[src/design/uotg_pkg.sv]
package uotg_pkg;
  localparam logic [11:0] UOTG_FLAGS_OFS   = 12'h000;
  localparam logic [11:0] UOTG_ENABLES_OFS = 12'h004;
  localparam logic [11:0] UOTG_STATUS_OFS  = 12'h008;
  localparam logic [11:0] UOTG_CONTROL_OFS = 12'h00c;
  localparam logic [7:0]  UOTG_FLAG_MASK   = 8'hfd;
  localparam logic [7:0]  UOTG_STAT_MASK   = 8'had;
  localparam logic [7:0]  UOTG_RESET_VAL   = 8'h00;
  localparam int          UOTG_CABLE_BIT   = 7;
  localparam int          UOTG_TIMER_BIT   = 6;
  localparam int          UOTG_LINE_BIT    = 5;
  localparam int          UOTG_WAKE_BIT    = 4;
  localparam int          UOTG_SVALID_BIT  = 3;
  localparam int          UOTG_SEND_BIT    = 2;
  localparam int          UOTG_ASUP_BIT    = 0;
  localparam int          UOTG_SWPULL_BIT  = 2;
  localparam int          UOTG_POWER_BIT   = 3;
  localparam int          UOTG_CHARGE_BIT  = 1;
  localparam int          UOTG_DISCH_BIT   = 0;
  localparam int          UOTG_CLK_MHZ     = 125;
  localparam int          UOTG_MS_US       = 1000;
  localparam int          UOTG_MS_CYCLES   = UOTG_CLK_MHZ * UOTG_MS_US;

  typedef struct packed {
    logic dplus_pullup_en;
    logic dminus_pullup_en;
    logic dplus_pulldown_en;
    logic dminus_pulldown_en;
  } uotg_pull_t;

  typedef struct packed {
    logic id_pin;
    logic se0;
    logic j_level_indicator;
    logic session_valid;
    logic session_end;
    logic a_supply_valid;
    logic wake_activity;
  } uotg_sense_t;
endpackage : uotg_pkg

[src/design/uotg_regs.sv]
// The address map and the APB register port were chosen for this implementation.
`timescale 1ns/1ps
module uotg_regs
  import uotg_pkg::*;
#(
  parameter int MS_CYCLES = UOTG_MS_CYCLES
) (
  // Clock and reset
  input  wire logic        core_clk_i,
  input  wire logic        rst_n_i,
  // APB slave
  input  wire logic        psel_i,
  input  wire logic        penable_i,
  input  wire logic        pwrite_i,
  input  wire logic [11:0] paddr_i,
  input  wire logic [31:0] pwdata_i,
  input  wire logic [3:0]  pstrb_i,
  output logic      [31:0] prdata_o,
  output logic             pready_o,
  output logic             pslverr_o,
  // Cable and comparator sense
  input  wire uotg_sense_t sense_i,
  // Pull resistors requested by the USB hardware
  input  wire uotg_pull_t  hw_pull_i,
  // Pull resistor and VBUS controls
  output uotg_pull_t       pull_o,
  output logic             bus_supply_power_en_o,
  output logic             bus_supply_charge_en_o,
  output logic             bus_supply_discharge_en_o,
  // Interrupt request
  output logic             irq_o
);
  localparam int CW = $clog2(MS_CYCLES + 1);

  logic [7:0]    flags_reg, flags_next;
  logic [7:0]    enables_reg;
  logic [7:0]    control_reg;
  logic [CW-1:0] timer_reg;
  logic [CW-1:0] line_cnt_reg;
  logic [1:0]    line_prev_reg;
  logic [1:0]    line_rec_reg;
  logic          line_steady_reg;
  logic          id_prev_reg;
  logic          svalid_prev_reg;
  logic          send_prev_reg;
  logic          asup_prev_reg;
  logic          sense_seen_reg;
  logic [31:0]   rdata_reg;

  wire           access   = psel_i & penable_i;
  wire           wr_en    = access & pwrite_i & pstrb_i[0];
  wire           hit_flg  = paddr_i == UOTG_FLAGS_OFS;
  wire           hit_en   = paddr_i == UOTG_ENABLES_OFS;
  wire           hit_stat = paddr_i == UOTG_STATUS_OFS;
  wire           hit_ctl  = paddr_i == UOTG_CONTROL_OFS;
  wire           mapped   = hit_flg | hit_en | hit_stat | hit_ctl;
  wire [1:0]     line_now = {sense_i.se0, sense_i.j_level_indicator};
  wire           timer_tick = timer_reg == CW'(MS_CYCLES - 1);
  wire           line_same  = line_now == line_prev_reg;
  wire           line_done  = line_same && (line_cnt_reg == CW'(MS_CYCLES - 1));
  wire           line_event = line_done && !line_steady_reg && (line_now != line_rec_reg);
  wire [7:0]     clr_mask   = (wr_en && hit_flg) ? pwdata_i[7:0] : 8'h00;
  wire [7:0]     set_mask;
  wire [7:0]     status_val;

  assign set_mask[UOTG_CABLE_BIT]  = sense_seen_reg && (sense_i.id_pin != id_prev_reg);
  assign set_mask[UOTG_TIMER_BIT]  = timer_tick;
  assign set_mask[UOTG_LINE_BIT]   = line_event;
  assign set_mask[UOTG_WAKE_BIT]   = sense_i.wake_activity;
  assign set_mask[UOTG_SVALID_BIT] = sense_seen_reg && svalid_prev_reg
                                     && !sense_i.session_valid;
  assign set_mask[UOTG_SEND_BIT]   = sense_seen_reg
                                     && (sense_i.session_end != send_prev_reg);
  assign set_mask[1]               = 1'b0;
  assign set_mask[UOTG_ASUP_BIT]   = sense_seen_reg
                                     && (sense_i.a_supply_valid != asup_prev_reg);

  // Set wins over a simultaneous clear
  assign flags_next = ((flags_reg & ~clr_mask) | set_mask) & UOTG_FLAG_MASK;

  assign status_val = {sense_i.id_pin, 1'b0, line_steady_reg, 1'b0,
                       sense_i.session_valid, sense_i.session_end, 1'b0,
                       sense_i.a_supply_valid};

  assign pull_o = control_reg[UOTG_SWPULL_BIT] ? uotg_pull_t'(control_reg[7:4])
                                               : hw_pull_i;
  assign bus_supply_power_en_o     = control_reg[UOTG_POWER_BIT];
  assign bus_supply_charge_en_o    = control_reg[UOTG_CHARGE_BIT];
  assign bus_supply_discharge_en_o = control_reg[UOTG_DISCH_BIT];
  assign irq_o     = |(flags_reg & enables_reg);
  assign pready_o  = 1'b1;
  assign pslverr_o = access & ~mapped;
  assign prdata_o  = rdata_reg;

  always_ff @(posedge core_clk_i or negedge rst_n_i) begin
    if (!rst_n_i) begin
      flags_reg   <= UOTG_RESET_VAL;
      enables_reg <= UOTG_RESET_VAL;
      control_reg <= UOTG_RESET_VAL;
    end else begin
      flags_reg <= flags_next;
      if (wr_en && hit_en) begin
        enables_reg <= pwdata_i[7:0] & UOTG_FLAG_MASK;
      end
      if (wr_en && hit_ctl) begin
        control_reg <= pwdata_i[7:0];
      end
    end
  end

  // Read data registered at setup, ready in the access cycle
  always_ff @(posedge core_clk_i or negedge rst_n_i) begin
    if (!rst_n_i) begin
      rdata_reg <= 32'h0000_0000;
    end else if (psel_i && !penable_i && !pwrite_i) begin
      rdata_reg <= {24'h00_0000,
                    (hit_flg  ? flags_reg   : 8'h00) |
                    (hit_en   ? enables_reg : 8'h00) |
                    (hit_stat ? status_val  : 8'h00) |
                    (hit_ctl  ? control_reg : 8'h00)};
    end
  end

  always_ff @(posedge core_clk_i or negedge rst_n_i) begin
    if (!rst_n_i) begin
      timer_reg <= '0;
    end else begin
      timer_reg <= timer_tick ? '0 : timer_reg + CW'(1);
    end
  end

  always_ff @(posedge core_clk_i or negedge rst_n_i) begin
    if (!rst_n_i) begin
      line_cnt_reg    <= '0;
      line_prev_reg   <= 2'h0;
      line_rec_reg    <= 2'h0;
      line_steady_reg <= 1'b0;
    end else begin
      line_prev_reg <= line_now;
      if (!line_same) begin
        line_cnt_reg    <= '0;
        line_steady_reg <= 1'b0;
      end else if (line_done) begin
        line_steady_reg <= 1'b1;
        line_rec_reg    <= line_now;
      end else begin
        line_cnt_reg <= line_cnt_reg + CW'(1);
      end
    end
  end

  // Previous comparator levels; edges ignored until first sample
  always_ff @(posedge core_clk_i or negedge rst_n_i) begin
    if (!rst_n_i) begin
      id_prev_reg     <= 1'b0;
      svalid_prev_reg <= 1'b0;
      send_prev_reg   <= 1'b0;
      asup_prev_reg   <= 1'b0;
      sense_seen_reg  <= 1'b0;
    end else begin
      id_prev_reg     <= sense_i.id_pin;
      svalid_prev_reg <= sense_i.session_valid;
      send_prev_reg   <= sense_i.session_end;
      asup_prev_reg   <= sense_i.a_supply_valid;
      sense_seen_reg  <= 1'b1;
    end
  end

  flag_clear_a: assert property (@(posedge core_clk_i) disable iff (!rst_n_i)
    (wr_en && hit_flg && pwdata_i[7] && !set_mask[7]) |=> !flags_reg[7])
    else $error("flag not cleared by write one");
  flag_hold_a: assert property (@(posedge core_clk_i) disable iff (!rst_n_i)
    (flags_reg[7] && !(wr_en && hit_flg && pwdata_i[7])) |=> flags_reg[7])
    else $error("flag lost without clear");
  cable_change_a: assert property (@(posedge core_clk_i) disable iff (!rst_n_i)
    (sense_seen_reg && $changed(sense_i.id_pin)) |=> flags_reg[UOTG_CABLE_BIT])
    else $error("cable change flag not set");
  timer_flag_a: assert property (@(posedge core_clk_i) disable iff (!rst_n_i)
    timer_tick |=> flags_reg[UOTG_TIMER_BIT] ##1 !timer_tick [*2])
    else $error("timer flag or period wrong");
  line_flag_a: assert property (@(posedge core_clk_i) disable iff (!rst_n_i)
    line_event |=> flags_reg[UOTG_LINE_BIT] && line_steady_reg)
    else $error("line steady flag missing");
  svalid_fall_a: assert property (@(posedge core_clk_i) disable iff (!rst_n_i)
    (sense_seen_reg && $fell(sense_i.session_valid)) |=> flags_reg[UOTG_SVALID_BIT])
    else $error("session valid fall flag missing");
  bit1_zero_a: assert property (@(posedge core_clk_i) disable iff (!rst_n_i)
    !flags_reg[1] && !enables_reg[1])
    else $error("unimplemented bit set");
  pull_select_a: assert property (@(posedge core_clk_i) disable iff (!rst_n_i)
    control_reg[UOTG_SWPULL_BIT] ? (pull_o == control_reg[7:4]) : (pull_o == hw_pull_i))
    else $error("pull source wrong");
  upper_zero_a: assert property (@(posedge core_clk_i) disable iff (!rst_n_i)
    prdata_o[31:8] == 24'h00_0000)
    else $error("upper read bits not zero");
  irq_level_a: assert property (@(posedge core_clk_i) disable iff (!rst_n_i)
    irq_o == |(flags_reg & enables_reg))
    else $error("irq does not match flags");
  wake_flag_a: assert property (@(posedge core_clk_i) disable iff (!rst_n_i)
    sense_i.wake_activity |=> flags_reg[UOTG_WAKE_BIT])
    else $error("wake activity flag missing");
  send_change_a: assert property (@(posedge core_clk_i) disable iff (!rst_n_i)
    (sense_seen_reg && $changed(sense_i.session_end)) |=> flags_reg[UOTG_SEND_BIT])
    else $error("session end change flag missing");
  asup_change_a: assert property (@(posedge core_clk_i) disable iff (!rst_n_i)
    (sense_seen_reg && $changed(sense_i.a_supply_valid)) |=> flags_reg[UOTG_ASUP_BIT])
    else $error("a supply change flag missing");
  enable_write_a: assert property (@(posedge core_clk_i) disable iff (!rst_n_i)
    (wr_en && hit_en) |=> (enables_reg == (8'($past(pwdata_i)) & UOTG_FLAG_MASK)))
    else $error("enable write not taken");
  read_status_a: assert property (@(posedge core_clk_i) disable iff (!rst_n_i)
    (psel_i && !penable_i && !pwrite_i && hit_stat) |=>
      (prdata_o[UOTG_CABLE_BIT] == $past(sense_i.id_pin))
      && (prdata_o[UOTG_SVALID_BIT] == $past(sense_i.session_valid))
      && (prdata_o[UOTG_ASUP_BIT] == $past(sense_i.a_supply_valid)))
    else $error("status read does not follow pins");
  status_gaps_a: assert property (@(posedge core_clk_i) disable iff (!rst_n_i)
    (psel_i && !penable_i && !pwrite_i && hit_stat) |=>
      !(prdata_o[6] || prdata_o[4] || prdata_o[1]))
    else $error("unimplemented status bit set");
  line_status_a: assert property (@(posedge core_clk_i) disable iff (!rst_n_i)
    !line_same |=> !line_steady_reg)
    else $error("line steady status kept after change");
  power_on_a: assert property (@(posedge core_clk_i) disable iff (!rst_n_i)
    (wr_en && hit_ctl && pwdata_i[UOTG_POWER_BIT]) |=> bus_supply_power_en_o)
    else $error("supply power output not raised");
  charge_off_a: assert property (@(posedge core_clk_i) disable iff (!rst_n_i)
    (wr_en && hit_ctl && !pwdata_i[UOTG_CHARGE_BIT]) |=> !bus_supply_charge_en_o)
    else $error("charge output not removed");
  discharge_on_a: assert property (@(posedge core_clk_i) disable iff (!rst_n_i)
    (wr_en && hit_ctl && pwdata_i[UOTG_DISCH_BIT]) |=> bus_supply_discharge_en_o)
    else $error("discharge output not raised");
endmodule : uotg_regs

[config.mk]
export PLATFORM = sky130hd
export DESIGN_NAME = uotg_regs
export DESIGN_NICKNAME = d
export VERILOG_FILES = /design/src/design/uotg_pkg.sv /design/src/design/uotg_regs.sv
export SDC_FILE = /design/constraint.sdc
export NUM_CORES = 1
export LEC_CHECK = 0
export BUFFER_PORTS_ARGS = -buffer_cell sky130_fd_sc_hd__buf_2
export CORE_MARGIN = 8
export CORE_UTILIZATION = 47
export CTS_CLUSTER_DIAMETER = 100
export DETAILED_ROUTE_END_ITERATION = 7
export GPL_TIMING_DRIVEN = 0
export PLACE_DENSITY = 0.76
export SLEW_MARGIN = 20
export SYNTH_ARGS = -nofsm -noshare
export SYNTH_HDL_FRONTEND = slang
export SYNTH_SLANG_ARGS = --single-unit
[constraint.sdc]
create_clock -name core_clk_i -period 1.8 [get_ports core_clk_i]
set_input_delay 0.54 -clock core_clk_i [delete_from_list [all_inputs] [get_ports core_clk_i]]
set_output_delay 0.54 -clock core_clk_i [all_outputs]
set_load 0.02 [all_outputs]
Word-level counts from Yosys, hierarchy flattened

Index checks and enable logic that the tools add are counted.
Widths: inputs -> output; s select.

Flip-flop bits (word level): 74
Bits in latches: 0
RAM bits: 0
Memory bits (read-only): 0
Input bits: 64
Output and inout bits: 42
Word-level logic and storage cells: 74
Memories kept: 0

Add/sub/neg operators: 2
Multipliers: 0
Divide/modulo/power cells: 0
$lt $le $gt $ge: 0
Equal/unequal tests: 12
Shift-type cells: 0
Mux-type cells: 11
Bitwise gates (word level): 15
Reduce and logical (&&, ||, !) cells: 20

Operators with widths:

| operator              | count |
|---|---|
| $mux 17               | 3 |
| $mux 8                | 5 |
| $add 17x1->17 const B | 2 |
| $eq 17x17->1 const B  | 2 |
| $or 8x8->8            | 4 |
| $eq 12x4->1 const B   | 2 |
| $and 8x8->8           | 2 |
| $logic_and 1x1->1     | 13 |
| $eq 12x3->1 const B   | 1 |
| $logic_not 12->1      | 1 |
| $not 8->8             | 1 |
| $reduce_or 8->1       | 1 |
| $and 1x1->1           | 4 |
| $logic_not 1->1       | 4 |
| $mux 4                | 1 |
| $ne 1x1->1            | 3 |
| $or 1x1->1            | 3 |
| $eq 2x2->1            | 1 |
| $mux 1                | 2 |
| $ne 2x1->1 const B    | 1 |
| $ne 2x2->1            | 1 |
| $ne 2x2->1 const B    | 1 |
| $reduce_and 2->1      | 1 |
| $not 1->1             | 1 |

Logic depth before layout (Yosys ltp)

Depth after elaboration: 8
Gate-level depth with buffers: 6
Mapped depth without buffers: 5

Least setup slack after synthesis

Ideal clock, no wire load.

Kind: input to register
Start point: in paddr_i[7]
End point: reg enables_reg[0]
Setup time: 125 ps
Arrival time: 1951 ps
Data required time: 1675 ps
Path slack: -276 ps
Stages: 4
Buffers on the path: 0
Cell sequence: nor4_4 > nand3_4 > nor4b_4 > mux2_2

Cells in the longest elaborated chain, start to end: 2

Ends and longest elaborated chain:

| item                 | line             | source |
|---|---|---|
| from (decl)          | uotg_regs.sv:15  | `input wire logic [11:0] paddr_i,` |
| $eq 12x3->1          | uotg_regs.sv:53  | `wire hit_en = paddr_i == UOTG_ENABLES_OFS;` |
| $logic_and 1x1->1    | uotg_regs.sv:102 | `if (wr_en && hit_en) begin` |
| to (signal assigned) | uotg_regs.sv:103 | `enables_reg <= pwdata_i[7:0] & UOTG_FLAG_MASK;` |
| to (decl)            | uotg_regs.sv:36  | `logic [7:0] enables_reg;` |

No other way between the ends.
A chain may end at the register's enable or synchronous reset.

Worst setup path in the final report

Start point: reg enables_reg[5]
End point: out irq_o

Cells in the longest elaborated chain, start to end: 2

Ends and longest elaborated chain:

| item            | line            | source |
|---|---|---|
| $and 8x8->8     | uotg_regs.sv:90 | `assign irq_o = \|(flags_reg & enables_reg);` |
| $reduce_or 8->1 | uotg_regs.sv:90 |  |
| to (decl)       | uotg_regs.sv:31 | `output logic irq_o` |

No other way between the ends.

==> qor.csv <==
stage;metric;value;unit
run_status;outcome;finished with violations;
run_status;violations;negative setup slack;
floorplanning;initial_utilization;48.7;%
global_route;grt_pass1_vias;3055;
timing;fin_crit_sh;111;%
pwr;p_int;2.44;mW
placement;gp_congestion;0.850;
timing;fmax;502;MHz
route;vias;3060;
pwr;finalPower;3.24;mW
setup_path;regToRegSetupSlack;-0.01;ns
pwr;switching_power;808;uW
logic_synthesis;muxShareOfSynthArea;9.88;%
pwr;vdd_drop_max;0.000392;V
logic_synthesis;synth_edf_count;0;
placement;dp_hpwl;6.07;mm
placement;place_ws;-0.625;ns
placement;postPlaceCellArea;4320;sq um
clocking;clkLatencyLatePin;0.34;ns
pwr;p_leak;2.29;nW
timing;hold_ws;0.130;ns
setup_path;cp_slowest_stage_delay;0.40;ns
logic_synthesis;synth_adder_area_share;0.665;%
placement;place.port_buffers;53;
global_route;grt-ovfl-total;0;
setup_path;critPathMaxFanout;3;
setup_path;critPathSlowestCell;dfrtp_1;
pwr;pwr-share-seq;52.1;%
floorplanning;dieArea;11100;sq um
setup_path;required;1.26;ns
pwr;power_frac_comb;10.2;%
setup_path;critical_path_buf_inv_count;1;
final_layout;layout_common_cells;dfrtp_1 (68), buf_4 (60), buf_2 (44);
logic_synthesis;ys_top_cells_by_area;dfrtp_1 (49%), mux2_2 (6.9%), buf_4 (5.0%);
setup_path;cp.arrival;1.45;ns
pwr;clkPwrFrac;37.7;%
final_layout;area_growth;32.5;%
route;ant_nets;0;
timing;rsz0062_at_grt;yes;
timing;maxSlewViolCount;0;
final_layout;drive_above_1_share;41.2;%
timing;worst_clock_skew;0.00793;ns
logic_synthesis;syn_area_per_cell;11.1;sq um
logic_synthesis;synth_cells;340;
logic_synthesis;synth_compound_area_share;7.22;%
route;finalWirelength;9.20;mm
logic_synthesis;synth.top_cell.area_share;49.2;%
logic_synthesis;synth_flop_cell;dfrtp_1;
clocking;ctsLongestPathBuffers;2;
global_route;grt_usage;16.1;%
pwr;powerDensity;651;nW/um^2
timing;fin_crit;1.99;ns
clocking;cts_tree;done;
global_route;grt_pass1_wl;14.8;mm
logic_synthesis;yosysTopAreaCell;dfrtp_1;
logic_synthesis;seq_area_frac_synth;49.2;%
timing;setup_viol;8;
final_layout;stdcell_area;4980;sq um
setup_path;r2r_end;line_cnt_reg[16]$_DFFE_PN0N_;
pwr;power_switching_share;24.9;%
global_route;antenna_found_initial;0;
logic_synthesis;yosys.area_share.simple;20.1;%
final_layout;insertedDiodeCount;0;
setup_path;r2r_start;line_cnt_reg[9]$_DFFE_PN0N_;
logic_synthesis;synth_top_family_by_area;simple AND/OR/NAND/NOR gates;
route;dr.pass1.iters;4;
global_route;grt_max_degree;43;
timing;relSlewSlack;48.2;%
logic_synthesis;synthesis.area;3760;sq um
final_layout;final_common_cell;dfrtp_1;
final_layout;fillCellCount;585;
timing;worstMarginPinSlew;0.770;ns
logic_synthesis;ys_warn_count;0;
clocking;cts_num_sinks;74;
clocking;cts_buffers;9;
run;max_cap_viol_count;0;
floorplanning;die_height;105;microns
clocking;cts-root-buf;clkbuf_8;
min_path;hold_path.class;primary input to async pin;
setup_path;cp-start-kind;flip-flop;
floorplanning;io_pins;106;
logic_synthesis;synth_xor_xnor_area_share;6.52;%
setup_path;critical_path.top_delay_family;flip-flops;
clocking;hold_buffers;0;
logic_synthesis;ys_async_sr_fraction;100;%
clocking;clk_pin_slew_worst_paths;0.08;ns
route;via_per_inst;5.36;
floorplanning;coreArea;7730;sq um
timing;hold_violations;0;
route;wl_per_cell;16.1;microns
setup_path;crit_chain;a222oi_1 > nand3_1 > buf_4;
floorplanning;row_count;32;
logic_synthesis;synth_cell_types;46;
logic_synthesis;ys_seq_elements;74;
setup_path;crit_type;flip-flop to output pin;
route;drc;0;
setup_path;critPathCaptureType;output pin;
setup_path;reg2regPathDepth;4;
clocking;htree_levels;3;
floorplanning;chipWidth;105;microns
final_layout;fin_nets;530;
route;drt_iter0_markers;118;
timing;setup_slack;-0.191;ns
## power groups by stage
| stage | Sequential [mW] | Clock (mW) | Combinational, mW |
|---|---|---|---|
| 2_1_floorplan | 1.72 | 0 | 0.173 |
| 3_3_place_gp | 1.72 | 0 | 0.282 |
| 3_5_place_dp | 1.72 | 0 | 0.294 |
| 4_1_cts | 1.69 | 1.24 | 0.320 |
| 5_1_grt | 1.69 | 1.31 | 0.362 |
| 6_report | 1.69 | 1.22 | 0.332 |
## through the flow
step	cells	util, %	TNS, ns
floorplan	364	-	-3.29
global placement	519	55.7	-29.97
CTS	556	62.0	-0.531
detailed placement	520	56.0	-12.75
global route	571	64.5	-0.977
finish	571	64.5	-0.491
## Yosys cell counts, types with 3 or more instances
library cell,n
nor4_1,10
nand4_1,15
and3_1,3
mux4_2,5
o31ai_1,3
a21o_1,4
o21ai_0,11
xnor2_1,17
inv_1,5
a21oi_1,11
clkbuf_1,5
xor2_1,11
or3_1,5
nor3_1,9
a22oi_1,4
dfrtp_1,74
nand3_1,16
mux2_2,23
nor2_1,22
a22o_1,3
buf_4,25
nor4_4,3
nand2_1,28
## area by class of cell
class | instances | area [sq um] | area share [%]
plain buffers | 31 | 215 | 4.32
clock buffers | 13 | 169 | 3.39
clock inverters | 3 | 21.3 | 0.427
inverters | 5 | 18.8 | 0.377
multi-input cells | 253 | 1950 | 39.1
flip-flops and latches | 74 | 1860 | 37.3
well taps | 102 | 128 | 2.56
repair buffers | 90 | 622 | 12.5
## timing repair
action,4_1_cts,5_1_grt
buffers inserted,21,16
pin swaps,9,9
resized for setup,35,18
endpoints found under the setup margin,35,24
## worst max-delay path by stage
stage	startpoint	slack, ns	cells past startpoint	endpoint
finish	enables_reg[5]$_DFFE_PN0P_	-0.19	3	irq_o
CTS	flags_reg[5]$_DFF_PN0_	-0.19	3	irq_o
global placement	paddr_i[7]	-0.60	5	enables_reg[3]$_DFFE_PN0P_
floorplan	paddr_i[7]	-0.23	4	enables_reg[0]$_DFFE_PN0P_
detailed placement	paddr_i[7]	-0.63	5	enables_reg[3]$_DFFE_PN0P_
global route	enables_reg[5]$_DFFE_PN0P_	-0.25	3	irq_o
## metal layers
layer	part of all wire, %	GRT usage [%]	wire length [microns]	up-vias
li1	-	-	-	1432
met1	40	18.9	3720	1497
met2	50	26.7	4600	115
met3	7.3	5.42	676	16
met4	2.2	5.91	201	0
met5	0	0	0	-
## worst register-to-register path, delay by kind of cell (launching register included)
kind / cells / cell delay, ns
AOI/OAI and AO/OA: 1 / 0.13
DFF: 1 / 0.42
and+or+nand+nor: 3 / 1.18
## logic make-up after synthesis
kind of cell / after synthesis
compound gates: 42
xor+xnor: 28
fa+ha+maj: 2
buf+inv: 37
flops: 74
mux: 28
other cells: 2
simple gates: 127
Power figures use the tool's default switching activity.
